===== src/common/enc_link_pkg.sv =====
/*
  Shared constants, types and the frame checksum step for the serial
  position link, used by the encoder end and the master end.
  Assumes a 125 MHz system clock on both ends.
*/
package enc_link_pkg;
  // ==========================================================
  // frame layout
  localparam int POS_W    = 20;
  localparam int RES_MIN  = 17;
  localparam int CRC_W    = 6;
  localparam int TRAIL_W  = 11;
  localparam logic [5:0] CRC_POLY = 6'h03;
  localparam logic [5:0] CRC_INIT = 6'h00;
  typedef logic [1:0] res_sel_t;
  // ==========================================================
  // timing
  localparam int CLK_NS     = 8;
  localparam int SYS_KHZ    = 125000;
  localparam int TMO_NS     = 25000;
  localparam int TMO_CYCLES = (TMO_NS + CLK_NS - 1) / CLK_NS;
  localparam int TMR_W      = 12;
  localparam int FMAX_KHZ   = 5000;
  localparam int FMIN_KHZ   = 100;
  localparam int HALF_MIN   = (SYS_KHZ + 2 * FMAX_KHZ - 1) / (2 * FMAX_KHZ);
  localparam int HALF_MAX   = SYS_KHZ / (2 * FMIN_KHZ);
  localparam int DIV_W      = 10;
  localparam logic [9:0] DIV_RST = 10'h032;
  // ==========================================================
  // master registers, byte addresses
  localparam logic [4:0] REG_CTRL = 5'h00;
  localparam logic [4:0] REG_DIV  = 5'h04;
  localparam logic [4:0] REG_STAT = 5'h08;
  localparam logic [4:0] REG_MASK = 5'h0C;
  localparam logic [4:0] REG_POS  = 5'h10;
  localparam int CTRL_START = 0;
  localparam int CTRL_RES   = 1;
  localparam int STAT_BUSY  = 0;
  localparam int EV_LO      = 1;
  localparam int EV_W       = 4;
  localparam int EV_DONE    = 0;
  localparam int EV_CRC     = 1;
  localparam int EV_FRAME   = 2;
  localparam int EV_FAULT   = 3;
  // ==========================================================
  // states
  typedef enum {D_IDLE, D_ACK, D_START, D_ZERO, D_POS, D_ERR, D_WARN, D_CRC, D_TMO} dev_state_t;
  typedef enum {M_IDLE, M_LOW, M_HIGH, M_GAP} mst_state_t;

  function automatic logic [5:0] crc_step(input logic [5:0] crc, input logic din);
    logic fb;
    fb = crc[5] ^ din;
    crc_step = {crc[4:0], 1'b0} ^ (fb ? CRC_POLY : CRC_INIT);
  endfunction : crc_step
endpackage : enc_link_pkg


===== src/common/enc_link_if.sv =====
/*
  The two wires between master and encoder, single ended here.
  Assumes the bench joins the two ends through one instance.
*/
`timescale 1ns/1ps
`default_nettype none
interface enc_link_if;
  logic linkClk;  // master clock, also service receive line
  logic linkData; // encoder data, also service transmit line
  modport master  (output linkClk, input linkData);
  modport encoder (input linkClk, output linkData);
endinterface : enc_link_if
`default_nettype wire


===== src/hdl/enc_master_end.sv =====
/*
  Master end of the serial position link with an Avalon-MM slave for
  software: starts frames, clocks them in, checks them, raises irq.
  Assumes the encoder answers as the encoder end does.
*/
// Added by the designer: the Avalon-MM interface to the registers and the register addresses.
`timescale 1ns/1ps
`default_nettype none
module enc_master_end (
  input  wire logic        clk_sys,     // system clock
  input  wire logic        rstn,        // async reset, low
  input  wire logic [4:0]  address,     // byte address
  input  wire logic        read,        // read request
  input  wire logic        write,       // write request
  input  wire logic [31:0] writedata,   // write data
  input  wire logic [3:0]  byteenable,  // byte lanes
  output logic [31:0]      readdata,    // read data
  output logic             waitrequest, // stall
  output logic             irq,         // level interrupt
  enc_link_if.master       link         // serial link
);
  import enc_link_pkg::*;

  // ==========================================================
  // register bus, one wait state per access
  logic             ack_reg;
  logic             ack_next;
  logic [31:0]      rd_reg;
  logic [31:0]      rd_next;
  logic [1:0]       res_reg;
  logic [1:0]       res_next;
  logic [DIV_W-1:0] div_reg;
  logic [DIV_W-1:0] div_next;
  logic [EV_W-1:0]  stat_reg;
  logic [EV_W-1:0]  stat_next;
  logic [EV_W-1:0]  mask_reg;
  logic [EV_W-1:0]  mask_next;
  logic [POS_W-1:0] pos_reg;
  logic             irq_reg;
  logic             irq_next;
  logic [31:0]      beMask;
  logic [31:0]      wd;
  logic             wrDo;
  logic             startReq;
  logic [EV_W-1:0]  evSet;
  logic             busy;

  assign beMask   = {{8{byteenable[3]}}, {8{byteenable[2]}}, {8{byteenable[1]}}, {8{byteenable[0]}}};
  assign wd       = writedata & beMask;
  assign wrDo     = write & ack_reg;
  assign startReq = wrDo & (address == REG_CTRL) & wd[CTRL_START];
  assign waitrequest = (read | write) & ~ack_reg;

  always_comb begin
    ack_next  = (read | write) & ~ack_reg;
    rd_next   = rd_reg;
    res_next  = res_reg;
    div_next  = div_reg;
    mask_next = mask_reg;
    // a new event beats a clear in the same cycle
    stat_next = stat_reg | evSet;
    if (read & ~ack_reg) begin
      case (address)
        REG_CTRL: rd_next = {29'h0, res_reg, 1'b0};
        REG_DIV:  rd_next = {22'h0, div_reg};
        REG_STAT: rd_next = {27'h0, stat_reg, busy};
        REG_MASK: rd_next = {27'h0, mask_reg, 1'b0};
        REG_POS:  rd_next = {12'h0, pos_reg};
        default:  rd_next = 32'h0000_0000;
      endcase
    end
    if (wrDo) begin
      case (address)
        REG_CTRL: if (byteenable[0]) res_next = wd[CTRL_RES +: 2];
        REG_DIV: begin
          if (byteenable[1:0] == 2'h3) begin
            // clamp keeps the link clock inside its legal band
            if (wd[15:0] < 16'(HALF_MIN))      div_next = DIV_W'(HALF_MIN);
            else if (wd[15:0] > 16'(HALF_MAX)) div_next = DIV_W'(HALF_MAX);
            else                               div_next = wd[DIV_W-1:0];
          end
        end
        REG_STAT: stat_next = (stat_reg & ~wd[EV_LO +: EV_W]) | evSet;
        REG_MASK: if (byteenable[0]) mask_next = wd[EV_LO +: EV_W];
        default: ;
      endcase
    end
    irq_next = |(stat_next & mask_next);
  end

  always_ff @(posedge clk_sys or negedge rstn) begin
    if (!rstn) begin
      ack_reg  <= 1'b0;
      rd_reg   <= '0;
      res_reg  <= '0;
      div_reg  <= DIV_RST;
      stat_reg <= '0;
      mask_reg <= '0;
      irq_reg  <= 1'b0;
    end else begin
      ack_reg  <= ack_next;
      rd_reg   <= rd_next;
      res_reg  <= res_next;
      div_reg  <= div_next;
      stat_reg <= stat_next;
      mask_reg <= mask_next;
      irq_reg  <= irq_next;
    end
  end

  assign readdata = rd_reg;
  assign irq      = irq_reg;

  // ==========================================================
  // link sequencer
  logic [1:0]       dSync_reg;
  mst_state_t       st_reg;
  mst_state_t       st_next;
  logic             clk_reg;
  logic             clk_next;
  logic [DIV_W-1:0] dc_reg;
  logic [DIV_W-1:0] dc_next;
  logic [4:0]       idx_reg;
  logic [4:0]       idx_next;
  logic [4:0]       len_reg;
  logic [4:0]       len_next;
  logic [POS_W-1:0] psh_reg;
  logic [POS_W-1:0] psh_next;
  logic [POS_W-1:0] pos_next;
  logic [CRC_W-1:0] crc_reg;
  logic [CRC_W-1:0] crc_next;
  logic [CRC_W-1:0] rxc_reg;
  logic [CRC_W-1:0] rxc_next;
  logic             bad_reg;
  logic             bad_next;
  logic             err_reg;
  logic             err_next;
  logic [TMR_W-1:0] gap_reg;
  logic [TMR_W-1:0] gap_next;
  logic             dIn;
  logic             halfEnd;
  logic [CRC_W-1:0] rxFull;

  assign dIn     = dSync_reg[1];
  assign halfEnd = (dc_reg == div_reg - 10'h001);
  assign busy    = (st_reg != M_IDLE);
  assign rxFull  = ~{rxc_reg[CRC_W-2:0], dIn};

  always_comb begin
    st_next  = st_reg;
    clk_next = clk_reg;
    dc_next  = halfEnd ? '0 : dc_reg + 10'h001;
    idx_next = idx_reg;
    len_next = len_reg;
    psh_next = psh_reg;
    pos_next = pos_reg;
    crc_next = crc_reg;
    rxc_next = rxc_reg;
    bad_next = bad_reg;
    err_next = err_reg;
    gap_next = gap_reg;
    evSet    = '0;
    case (st_reg)
      M_IDLE: begin
        dc_next = '0;
        if (startReq) begin
          clk_next = 1'b0;
          len_next = 5'(RES_MIN) + {3'h0, wd[CTRL_RES +: 2]};
          idx_next = '0;
          psh_next = '0;
          crc_next = CRC_INIT;
          bad_next = 1'b0;
          st_next  = M_LOW;
        end
      end
      M_LOW: begin
        if (halfEnd) begin
          clk_next = 1'b1;
          st_next  = M_HIGH;
        end
      end
      M_HIGH: begin
        if (halfEnd) begin
          if (idx_reg == 5'h00) bad_next = bad_reg | dIn;
          else if (idx_reg == 5'h01) bad_next = bad_reg | ~dIn;
          else if (idx_reg == 5'h02) bad_next = bad_reg | dIn;
          else if (idx_reg < len_reg + 5'h03) begin
            psh_next = {psh_reg[POS_W-2:0], dIn};
            crc_next = crc_step(crc_reg, dIn);
          end else if (idx_reg < len_reg + 5'h05) begin
            crc_next = crc_step(crc_reg, dIn);
            if (idx_reg == len_reg + 5'h03) err_next = dIn;
          end else begin
            rxc_next = {rxc_reg[CRC_W-2:0], dIn};
          end
          idx_next = idx_reg + 5'h01;
          if (idx_reg == len_reg + 5'(TRAIL_W - 1)) begin
            pos_next = psh_reg;
            evSet[EV_DONE]  = 1'b1;
            evSet[EV_CRC]   = (rxFull != crc_reg);
            evSet[EV_FRAME] = bad_reg;
            evSet[EV_FAULT] = ~err_reg;
            gap_next = '0;
            st_next  = M_GAP;
          end else begin
            clk_next = 1'b0;
            st_next  = M_LOW;
          end
        end
      end
      M_GAP: begin
        // no new request until the encoder pause is over
        if (gap_reg == TMR_W'(TMO_CYCLES - 1)) st_next = M_IDLE;
        else gap_next = gap_reg + 12'h001;
      end
      default: begin
        st_next  = M_IDLE;
        clk_next = 1'b1;
      end
    endcase
  end

  always_ff @(posedge clk_sys or negedge rstn) begin
    if (!rstn) begin
      dSync_reg <= 2'h3;
      st_reg    <= M_IDLE;
      clk_reg   <= 1'b1;
      dc_reg    <= '0;
      idx_reg   <= '0;
      len_reg   <= 5'(RES_MIN);
      psh_reg   <= '0;
      pos_reg   <= '0;
      crc_reg   <= CRC_INIT;
      rxc_reg   <= '0;
      bad_reg   <= 1'b0;
      err_reg   <= 1'b1;
      gap_reg   <= '0;
    end else begin
      dSync_reg <= {dSync_reg[0], link.linkData};
      st_reg    <= st_next;
      clk_reg   <= clk_next;
      dc_reg    <= dc_next;
      idx_reg   <= idx_next;
      len_reg   <= len_next;
      psh_reg   <= psh_next;
      pos_reg   <= pos_next;
      crc_reg   <= crc_next;
      rxc_reg   <= rxc_next;
      bad_reg   <= bad_next;
      err_reg   <= err_next;
      gap_reg   <= gap_next;
    end
  end

  assign link.linkClk = clk_reg;
endmodule : enc_master_end
`default_nettype wire


===== src/flat_wrapper.sv =====
// flat-port wrapper written by rule: the top's interface ports become plain ports
module enc_master_end_flat import enc_link_pkg::*;
  (clk_sys, rstn, address, read, write, writedata, byteenable, readdata, waitrequest, irq, link_linkClk, link_linkData);
  enc_link_if link_i ();
  input  wire logic clk_sys;
  input  wire logic rstn;
  input  wire logic [4:0] address;
  input  wire logic read;
  input  wire logic write;
  input  wire logic [31:0] writedata;
  input  wire logic [3:0] byteenable;
  output logic [31:0] readdata;
  output logic waitrequest;
  output logic irq;
  output wire logic [$bits(link_i.linkClk)-1:0] link_linkClk;
  input wire logic [$bits(link_i.linkData)-1:0] link_linkData;
  assign link_linkClk = link_i.linkClk;
  assign link_i.linkData = link_linkData;
  enc_master_end u_core (.clk_sys(clk_sys), .rstn(rstn), .address(address), .read(read), .write(write), .writedata(writedata), .byteenable(byteenable), .readdata(readdata), .waitrequest(waitrequest), .irq(irq), .link(link_i));
endmodule

===== config.mk =====
export PLATFORM = sky130hd
export DESIGN_NAME = enc_master_end_flat
export DESIGN_NICKNAME = d
export VERILOG_FILES = /design/src/common/enc_link_pkg.sv /design/src/common/enc_link_if.sv /design/src/hdl/enc_master_end.sv /design/src/flat_wrapper.sv
export SDC_FILE = /design/constraint.sdc
export NUM_CORES = 1
export LEC_CHECK = 0
export CORE_MARGIN = 4
export CORE_UTILIZATION = 40
export CTS_CLUSTER_DIAMETER = 30
export DETAILED_ROUTE_END_ITERATION = 10
export DONT_BUFFER_PORTS = 1
export PLACE_DENSITY = 0.58
export SYNTH_ARGS = -nofsm -noshare
export SYNTH_HDL_FRONTEND = slang
export SYNTH_SLANG_ARGS = --single-unit
export TNS_END_PERCENT = 20

===== constraint.sdc =====
create_clock -name clk_sys -period 7.06 [get_ports clk_sys]
set_clock_uncertainty 0.05 [all_clocks]
set_input_delay 0.353 -clock clk_sys [delete_from_list [all_inputs] [get_ports clk_sys]]
set_output_delay 0.353 -clock clk_sys [all_outputs]
set_load 0.02 [all_outputs]

==> impl_results.html, run 1 <==
<table>
<tr><th>Metric</th><th>Value</th></tr>
<tr><th colspan="2">Status</th></tr>
<tr><td>Run status</td><td>complete, no violations</td></tr>
<tr><th colspan="2">Worst setup path</th></tr>
<tr><td>Slowest library cell on the worst path</td><td>dfrtp_1</td></tr>
<tr><td>Slowest stage delay, CP</td><td>0.48 ns</td></tr>
<tr><td>Crit path cell chain</td><td>inv_1 -&gt; ha_1 -&gt; nand2b_1 -&gt; or4_1 -&gt; nor4b_1 -&gt; a211o_1 -&gt; nand4_1 -&gt; buf_4 -&gt; o21ai_0</td></tr>
<tr><td>Launching point of the worst reg2reg path</td><td>u_core.div_reg[0]</td></tr>
<tr><td>R2r worst-path depth</td><td>9</td></tr>
<tr><td>Setup CP Type</td><td>flip-flop to flip-flop</td></tr>
<tr><td>Top Family by Delay on Critical Path</td><td>simple AND/OR/NAND/NOR gates</td></tr>
<tr><td>Maximum fanout encountered on the critical timing path</td><td>21</td></tr>
<tr><td>WP data arrival</td><td>3.86 ns</td></tr>
<tr><td>Required time of the critical path</td><td>7.29 ns</td></tr>
<tr><td>Startpoint Class</td><td>flip-flop</td></tr>
<tr><td>Worst reg2reg endpoint</td><td>u_core.irq</td></tr>
<tr><td>Kind of end point of the critical path</td><td>flip-flop</td></tr>
<tr><td>Register-to-register path setup slack</td><td>3.42 ns</td></tr>
<tr><td>Count of buffering cells on the critical path with inverters included</td><td>2</td></tr>
<tr><th colspan="2">Synth</th></tr>
<tr><td>Number of enable-type register cells in the synthesized netlist</td><td>0</td></tr>
<tr><td>Synthesis Warnings</td><td>0</td></tr>
<tr><td>Predominant post-synthesis flop cell</td><td>dfrtp_1</td></tr>
<tr><td>Post-synthesis register bit count</td><td>130</td></tr>
<tr><td>Sequential-to-total area share from yosys stat</td><td>48.7%</td></tr>
<tr><td>Average instance area after synthesis</td><td>10.2 um2</td></tr>
<tr><td>Synth Cell Area</td><td>6700 um2</td></tr>
<tr><td>Synthesized instance count</td><td>656</td></tr>
<tr><td>Count of distinct cell types in the synthesized netlist</td><td>63</td></tr>
<tr><td>Share of synthesized flip-flops with an asynchronous set or reset</td><td>100%</td></tr>
<tr><th colspan="2">Drt</th></tr>
<tr><td>Total iterations of the first detailed-routing run</td><td>5</td></tr>
<tr><td>Vias after detailed routing</td><td>4,845</td></tr>
<tr><td>Final routed DRC violation total</td><td>0</td></tr>
<tr><td>Average via count per standard cell</td><td>5.47</td></tr>
<tr><td>Total Wirelength</td><td>15.1 mm</td></tr>
<tr><td>Number of routed nets with antenna violations</td><td>0</td></tr>
<tr><td>Iteration-0 DRC Markers</td><td>391</td></tr>
<tr><td>Routed wire length per instance</td><td>17.0 um</td></tr>
<tr><th colspan="2">Pwr</th></tr>
<tr><td>Total chip power</td><td>1.89 mW</td></tr>
<tr><td>Internal power summed over all cells</td><td>1.38 mW</td></tr>
<tr><td>Switching power share of the total</td><td>27.0%</td></tr>
<tr><td>Standby leakage power</td><td>3.39 nW</td></tr>
<tr><td>Max VDD drop</td><td>0.000175 V</td></tr>
<tr><td>Switching power</td><td>512 uW</td></tr>
<tr><td>Sequential share of power</td><td>42.2%</td></tr>
<tr><td>Proportion of power drawn by the clock network</td><td>48.0%</td></tr>
<tr><td>Combinational Power Share</td><td>9.7%</td></tr>
<tr><td>Total power density per cell area</td><td>252 nW/um2</td></tr>
<tr><th colspan="2">Global route</th></tr>
<tr><td>Total Routing Usage GR</td><td>16.8%</td></tr>
<tr><td>Number of global-route vias before repair</td><td>4,766</td></tr>
<tr><td>Number of antenna violations at the first check in global routing</td><td>0</td></tr>
<tr><td>Gr ovfl total</td><td>0</td></tr>
<tr><td>Global-route wire length before repair</td><td>25.0 mm</td></tr>
<tr><td>Maximum number of pins on one net before global-route repair</td><td>131</td></tr>
<tr><th colspan="2">Clock network</th></tr>
<tr><td>Post-CTS resize count</td><td>0</td></tr>
<tr><td>Clock buffers created by TritonCTS</td><td>17</td></tr>
<tr><td>Clock tree from TritonCTS</td><td>done</td></tr>
<tr><td>Count of clock tree sinks</td><td>130</td></tr>
<tr><td>Clock network latency to the later pin of the worst-skew pair</td><td>0.42 ns</td></tr>
<tr><td>Root Buffer Master</td><td>clkbuf_16</td></tr>
<tr><td>H-tree depth reported by CTS</td><td>4</td></tr>
<tr><td>Clock transition at path regs</td><td>0.06 ns</td></tr>
<tr><td>Maximum number of buffers from clock root to sink</td><td>2</td></tr>
<tr><th colspan="2">Placement</th></tr>
<tr><td>HPWL Detailed</td><td>10.5 mm</td></tr>
<tr><td>Count of buffers from port buffering</td><td>0</td></tr>
<tr><td>Final estimated routing congestion in global placement</td><td>0.848</td></tr>
<tr><td>Instance area at placement</td><td>6820 um2</td></tr>
<tr><td>Total placed cells including tap cells</td><td>847</td></tr>
<tr><th colspan="2">Timing</th></tr>
<tr><td>Maximum frequency from static timing analysis</td><td>0.275 GHz</td></tr>
<tr><td>Total Negative Setup Slacks</td><td>0 ns</td></tr>
<tr><td>Setup violators final</td><td>0</td></tr>
<tr><td>Worst rel slew slack</td><td>31.2%</td></tr>
<tr><td>Unrepaired setup endpoints after global routing</td><td>no</td></tr>
<tr><td>Slew at the pin closest to its max-slew limit</td><td>1.03 ns</td></tr>
<tr><td>Hold violation total from the final report</td><td>0</td></tr>
<tr><td>Fin. max-slew vios</td><td>0</td></tr>
<tr><td>Period utilisation layout</td><td>51.5%</td></tr>
<tr><td>Final critical delay including setup and external delays</td><td>3.64 ns</td></tr>
<tr><th colspan="2">Run</th></tr>
<tr><td>Number of maximum-capacitance constraint violations</td><td>0</td></tr>
<tr><th colspan="2">Final layout</th></tr>
<tr><td>Post-layout instance count excluding filler cells</td><td>885</td></tr>
<tr><td>Antenna Diode Count</td><td>0</td></tr>
<tr><td>Layout-stage area growth over the synthesis result</td><td>12.0%</td></tr>
<tr><td>Post-route cell area</td><td>7510 um2</td></tr>
<tr><td>Most common library cell in the layout ignoring fill and taps</td><td>dfrtp_1</td></tr>
<tr><td>Post-layout net count</td><td>719</td></tr>
<tr><td>Total of fill cells in the finished design</td><td>1,502</td></tr>
<tr><td>Most frequent cells in the layout</td><td>dfrtp_1, nand2_1, o21ai_0</td></tr>
<tr><td>Utilization after layout</td><td>45.4%</td></tr>
<tr><td>Share of final-layout standard cells stronger than drive strength 1</td><td>12.5%</td></tr>
<tr><th colspan="2">Die</th></tr>
<tr><td>Row count</td><td>47</td></tr>
<tr><td>Die boundary height</td><td>137 um</td></tr>
<tr><td>Std-Cell Core Area</td><td>16,500 um2</td></tr>
<tr><td>IO Count</td><td>81</td></tr>
<tr><td>Total die area</td><td>18,900 um2</td></tr>
<tr><td>Width of the chip</td><td>137 um</td></tr>
<tr><td>Starting density of the core</td><td>40.6%</td></tr>
<tr><th colspan="2">Hold path</th></tr>
<tr><td>Kind of path behind the tightest hold check</td><td>input port to flip-flop</td></tr>
<tr><td>Hold-critical path endpoint</td><td>u_core.div_reg[0]</td></tr>
<tr><td>Hold Crit Depth</td><td>2</td></tr>
<tr><td>Min-Delay Startpoint</td><td>byteenable[0]</td></tr>
</table>
[cell type report]
cell class | count | area [um2] | share of cell area, %
repair buffers | 8 | 92.6 | 1.23
inverters | 20 | 75.1 | 1.00
multi-input cells | 475 | 3200 | 42.6
clock inverters | 14 | 168 | 2.23
flip-flops and latches | 130 | 3260 | 43.5
well taps | 220 | 275 | 3.67
clock buffers | 18 | 439 | 5.85
[power groups by stage]
stage	Clock [mW]	Combinational, mW	Sequential, mW
6_report	0.910	0.184	0.800
5_1_grt	0.959	0.211	0.804
4_1_cts	0.925	0.185	0.800
3_5_place_dp	0	0.164	0.813
3_3_place_gp	0	0.160	0.812
2_1_floorplan	0	0.145	0.799
[kinds of logic (layout without fill, tap and decap cells)]
family	after synthesis	in the layout	share of synthesized area [%]
and+or+nand+nor	219	219	16.3
AOI/OAI and AO/OA	150	150	15.7
DFF	130	130	48.7
buffers and inverters	62	60	4.31
muxes	39	39	6.37
xor gates and xnor gates	34	34	4.65
adders and majority gates	21	21	3.92
other	1	12	0.0560
[synth_stat cells (all sizes together), types with 3 or more instances]
master	count	area (um2)
a22o	27	236
a21oi	18	90.1
dfrtp	122	3050
nand2	82	308
and3	8	50.1
a21boi	3	22.5
o211ai	6	45.0
nand2b	5	31.3
o22ai	5	31.3
dfstp	8	210
nor2b	8	50.1
clkbuf	20	75.1
nor2	34	128
mux2	29	327
or4	10	78.8
xnor2	19	166
or2	5	31.3
nand3	21	105
xor2	14	123
or3	6	37.5
mux2i	10	100
nand4b	3	26.3
nor3b	3	22.5
nand4	4	25.0
o31ai	3	22.5
a22oi	6	45.0
inv	20	75.1
a21o	3	22.5
and4b	3	30.0
o21ai	49	245
o21a	7	52.6
nor4	7	43.8
ha	21	263
buf	22	139
a222oi	3	30.0
nor3	11	55.1
[routing by layer]
layer  track usage, %  share of wire, %
met5                0                 0
met4             5.65               1.2
met3             4.20               6.4
met2             25.3                46
met1             23.7                47
[stage by stage]
stage / setup WS [ns] / hold slack, ns
after floorplan: 4.05 / 0.00741
after detailed placement: 3.43 / 0.00985
after CTS: 3.41 / 0.00634
after global routing: 3.16 / 0.00561
final: 3.42 / 0.0198
after global placement: 3.51 / 0.0102
[timing repair]
item | 4_1_cts | 5_1_grt
setup endpoints to repair | 0 | 0
hold endpoints to repair | 133 | 0
buffers inserted | 0 | 0
hold buffers | 6 | 0
[worst max path at each step]
stage | slack (ns) | to | cells after the start | start
4_1_cts | 3.41 | u_core.irq | 9 | u_core.div_reg[0]
3_3_place_gp | 3.51 | u_core.irq | 9 | u_core.div_reg[0]
2_1_floorplan | 4.05 | u_core.crc_reg[1] | 11 | u_core.div_reg[0]
5_1_grt | 3.16 | u_core.gap_reg[8] | 9 | u_core.div_reg[0]
3_5_place_dp | 3.43 | u_core.gap_reg[8] | 9 | u_core.div_reg[0]
6_report | 3.42 | u_core.irq | 9 | u_core.div_reg[0]
No activity file was read; power rests on OpenSTA's default activity.
==> run 2, diff against run 1 <==
==> constraint.sdc (replaced) <==
create_clock -name clk_sys -period 3.4 [get_ports clk_sys]
set_clock_uncertainty 0.05 [all_clocks]
set_input_delay 0.17 -clock clk_sys [delete_from_list [all_inputs] [get_ports clk_sys]]
set_output_delay 0.17 -clock clk_sys [all_outputs]
set_load 0.02 [all_outputs]
==> impl_results.html, run 2 (synthesis results as in run 1) <==
<table>
<tr><th>Metric</th><th>Value</th></tr>
<tr><th colspan="2">Status</th></tr>
<tr><td>Run status</td><td>complete, no violations</td></tr>
<tr><th colspan="2">Global route</th></tr>
<tr><td>Total Routing Usage GR</td><td>17.4% (+0.54 points)</td></tr>
<tr><td>Gr ovfl total</td><td>0 (unchanged)</td></tr>
<tr><td>Number of antenna violations at the first check in global routing</td><td>0 (unchanged)</td></tr>
<tr><td>Global-route wire length before repair</td><td>25.8 mm (+3.1%)</td></tr>
<tr><td>Number of global-route vias before repair</td><td>5,103 (+7.1%)</td></tr>
<tr><td>Maximum number of pins on one net before global-route repair</td><td>131 (unchanged)</td></tr>
<tr><th colspan="2">Final layout</th></tr>
<tr><td>Post-route cell area</td><td>7720 um2 (+2.8%)</td></tr>
<tr><td>Most frequent cells in the layout</td><td>dfrtp_1, nand2_1, o21ai_0</td></tr>
<tr><td>Utilization after layout</td><td>46.7% (+1.3 points)</td></tr>
<tr><td>Post-layout instance count excluding filler cells</td><td>909 (+2.7%)</td></tr>
<tr><td>Share of final-layout standard cells stronger than drive strength 1</td><td>13.8% (+1.3 points)</td></tr>
<tr><td>Antenna Diode Count</td><td>0 (unchanged)</td></tr>
<tr><td>Total of fill cells in the finished design</td><td>1,522 (+1.3%)</td></tr>
<tr><td>Post-layout net count</td><td>743 (+3.3%)</td></tr>
<tr><td>Most common library cell in the layout ignoring fill and taps</td><td>dfrtp_1</td></tr>
<tr><td>Layout-stage area growth over the synthesis result</td><td>15.2%</td></tr>
<tr><th colspan="2">Worst setup path</th></tr>
<tr><td>Maximum fanout encountered on the critical timing path</td><td>8 (-62%)</td></tr>
<tr><td>Required time of the critical path</td><td>3.67 ns (-3.62 ns)</td></tr>
<tr><td>Setup CP Type</td><td>flip-flop to flip-flop</td></tr>
<tr><td>Startpoint Class</td><td>flip-flop</td></tr>
<tr><td>Kind of end point of the critical path</td><td>flip-flop</td></tr>
<tr><td>WP data arrival</td><td>3.42 ns (-0.44 ns)</td></tr>
<tr><th colspan="2">Pwr</th></tr>
<tr><td>Max VDD drop</td><td>0.000334 V (+91%)</td></tr>
<tr><td>Standby leakage power</td><td>3.49 nW (+2.9%)</td></tr>
<tr><td>Total chip power</td><td>3.84 mW (+100%)</td></tr>
<tr><td>Total power density per cell area</td><td>498 nW/um2 (+97%)</td></tr>
<tr><th colspan="2">Drt</th></tr>
<tr><td>Total iterations of the first detailed-routing run</td><td>5 (unchanged)</td></tr>
<tr><td>Uppermost layer routed</td><td>met4</td></tr>
<tr><td>Number of routed nets with antenna violations</td><td>0 (unchanged)</td></tr>
<tr><td>Routed length on met3</td><td>836 um (-13%)</td></tr>
<tr><td>Final routed DRC violation total</td><td>0 (unchanged)</td></tr>
<tr><td>Routed wire length per instance</td><td>16.9 um (-0.71%)</td></tr>
<tr><td>Total Wirelength</td><td>15.4 mm (+2.0%)</td></tr>
<tr><td>Average via count per standard cell</td><td>5.54 (+1.1%)</td></tr>
<tr><td>Iteration-0 DRC Markers</td><td>427 (+9.2%)</td></tr>
<tr><td>Vias after detailed routing</td><td>5,032 (+3.9%)</td></tr>
<tr><td>Routed wire length on met2</td><td>7.29 mm (+6.2%)</td></tr>
<tr><td>DRT met1 WL</td><td>6.98 mm (-1.0%)</td></tr>
<tr><th colspan="2">Timing</th></tr>
<tr><td>Total Negative Setup Slacks</td><td>0 ns (unchanged)</td></tr>
<tr><td>Worst rel slew slack</td><td>32.3% (+1.1 points)</td></tr>
<tr><td>Maximum frequency from static timing analysis</td><td>0.317 GHz (+15%)</td></tr>
<tr><td>Worst hold slack across all endpoints</td><td>0.0375 ns (+0.0178 ns)</td></tr>
<tr><td>Setup violators final</td><td>0 (unchanged)</td></tr>
<tr><td>Period utilisation layout</td><td>92.7% (+41 points)</td></tr>
<tr><td>Final setup margin</td><td>0.249 ns (-3.17 ns)</td></tr>
<tr><td>Final critical delay including setup and external delays</td><td>3.15 ns (-0.486 ns)</td></tr>
<tr><td>Hold violation total from the final report</td><td>0 (unchanged)</td></tr>
<tr><td>Slew at the pin closest to its max-slew limit</td><td>1.02 ns (-0.0163 ns)</td></tr>
<tr><td>Fin. max-slew vios</td><td>0 (unchanged)</td></tr>
<tr><td>Unrepaired setup endpoints after global routing</td><td>no</td></tr>
<tr><th colspan="2">Die</th></tr>
<tr><td>Starting density of the core</td><td>40.6% (unchanged)</td></tr>
<tr><td>Die boundary height</td><td>137 um (unchanged)</td></tr>
<tr><td>Std-Cell Core Area</td><td>16,500 um2 (unchanged)</td></tr>
<tr><td>Row count</td><td>47 (unchanged)</td></tr>
<tr><td>Width of the chip</td><td>137 um (unchanged)</td></tr>
<tr><td>IO Count</td><td>81 (unchanged)</td></tr>
<tr><td>Total die area</td><td>18,900 um2 (unchanged)</td></tr>
<tr><th colspan="2">Clock network</th></tr>
<tr><td>Count of clock tree sinks</td><td>130 (unchanged)</td></tr>
<tr><td>H-tree depth reported by CTS</td><td>4 (unchanged)</td></tr>
<tr><td>Clock network latency to the later pin of the worst-skew pair</td><td>0.43 ns (about the same)</td></tr>
<tr><td>Post-CTS resize count</td><td>0 (unchanged)</td></tr>
<tr><td>Clock tree from TritonCTS</td><td>done</td></tr>
<tr><td>Root Buffer Master</td><td>clkbuf_16</td></tr>
<tr><td>Maximum number of buffers from clock root to sink</td><td>2 (unchanged)</td></tr>
<tr><td>Clock transition at path regs</td><td>0.06 ns (about the same)</td></tr>
<tr><td>Clock buffers created by TritonCTS</td><td>17 (unchanged)</td></tr>
<tr><th colspan="2">Run</th></tr>
<tr><td>Number of maximum-capacitance constraint violations</td><td>0 (unchanged)</td></tr>
<tr><th colspan="2">Placement</th></tr>
<tr><td>Final estimated routing congestion in global placement</td><td>0.824 (-2.8%)</td></tr>
<tr><td>Post-Place Worst Slack</td><td>0.244 ns (-3.19 ns)</td></tr>
<tr><td>Total placed cells including tap cells</td><td>860 (+1.5%)</td></tr>
<tr><td>Count of buffers from port buffering</td><td>0 (unchanged)</td></tr>
<tr><td>HPWL Detailed</td><td>10.7 mm (+1.5%)</td></tr>
<tr><td>Instance area at placement</td><td>6960 um2 (+2.0%)</td></tr>
<tr><th colspan="2">Hold path</th></tr>
<tr><td>Kind of path behind the tightest hold check</td><td>input port to flip-flop</td></tr>
</table>
[run 2: changes by cell type in the layout (fill, tap and decap cells not counted), sizes merged]
cell | previous run | this run
clkinv | 4 | 3
bufinv | 2 | 1
dlygate4sd3 | 5 | 16
buf | 3 | 16
clkinvlp | 0 | 2
[run 2: path summary, 6_finish.rpt]
kind | startpoint | to | slack, ns | cells past startpoint
worst max-delay path | u_core.div_reg[5] | u_core.crc_reg[1] | 0.25 | 7
worst min-delay path | address[4] | u_core.res_reg[1] | 0.04 | 2
worst max register to register | u_core.div_reg[5] | u_core.crc_reg[1] | 0.25 | 7
worst min register to register | u_core.dSync_reg[0] | u_core.dSync_reg[1] | 0.31 | 0
max in group asynchronous | rstn | u_core.dc_reg[5] | 2.46 | 2
min in group asynchronous | rstn | u_core.readdata[11] | 0.30 | 2
[run 2: what timing repair did]
item / in CTS / in global routing
hold endpoints to repair: 150 / 0
buffers inserted: 0 / 0
hold buffers: 17 / 0
[run 2: cell type report]
type	count	area [um2]	area share, %
multi-input combinational	475	3200	41.4
clock buffer	18	429	5.56
timing repair buffer	32	338	4.38
sequential	130	3260	42.3
inverter	20	75.1	0.972
clock inverter	14	145	1.88
tap	220	275	3.57
[run 2: per-layer routing]
metal | GRT usage (%) | vias up
li1 | - | 2376
met1 | 23.4 | 2514
met2 | 27.1 | 121
met3 | 4.02 | 21
met4 | 6.65 | 0
met5 | 0 | -
[run 2: report_power, final]
group | total [mW] | leakage (nW) | internal, mW | switching, mW
Clock | 1.78 | 0.278 | 1.03 | 0.746
Combinational | 0.410 | 1.49 | 0.167 | 0.243
Sequential | 1.66 | 1.72 | 1.59 | 0.0656
Total | 3.84 | 3.49 | 2.79 | 1.05
[run 2: critical path: stages, from the launching register on]
cell and delay (ns):
dfstp_2 0.40, or3_1 0.39, or4_1 0.40, a221o_1 0.35
a211o_1 0.43, and4b_1 0.31, o221ai_2 0.34, mux2_2 0.38
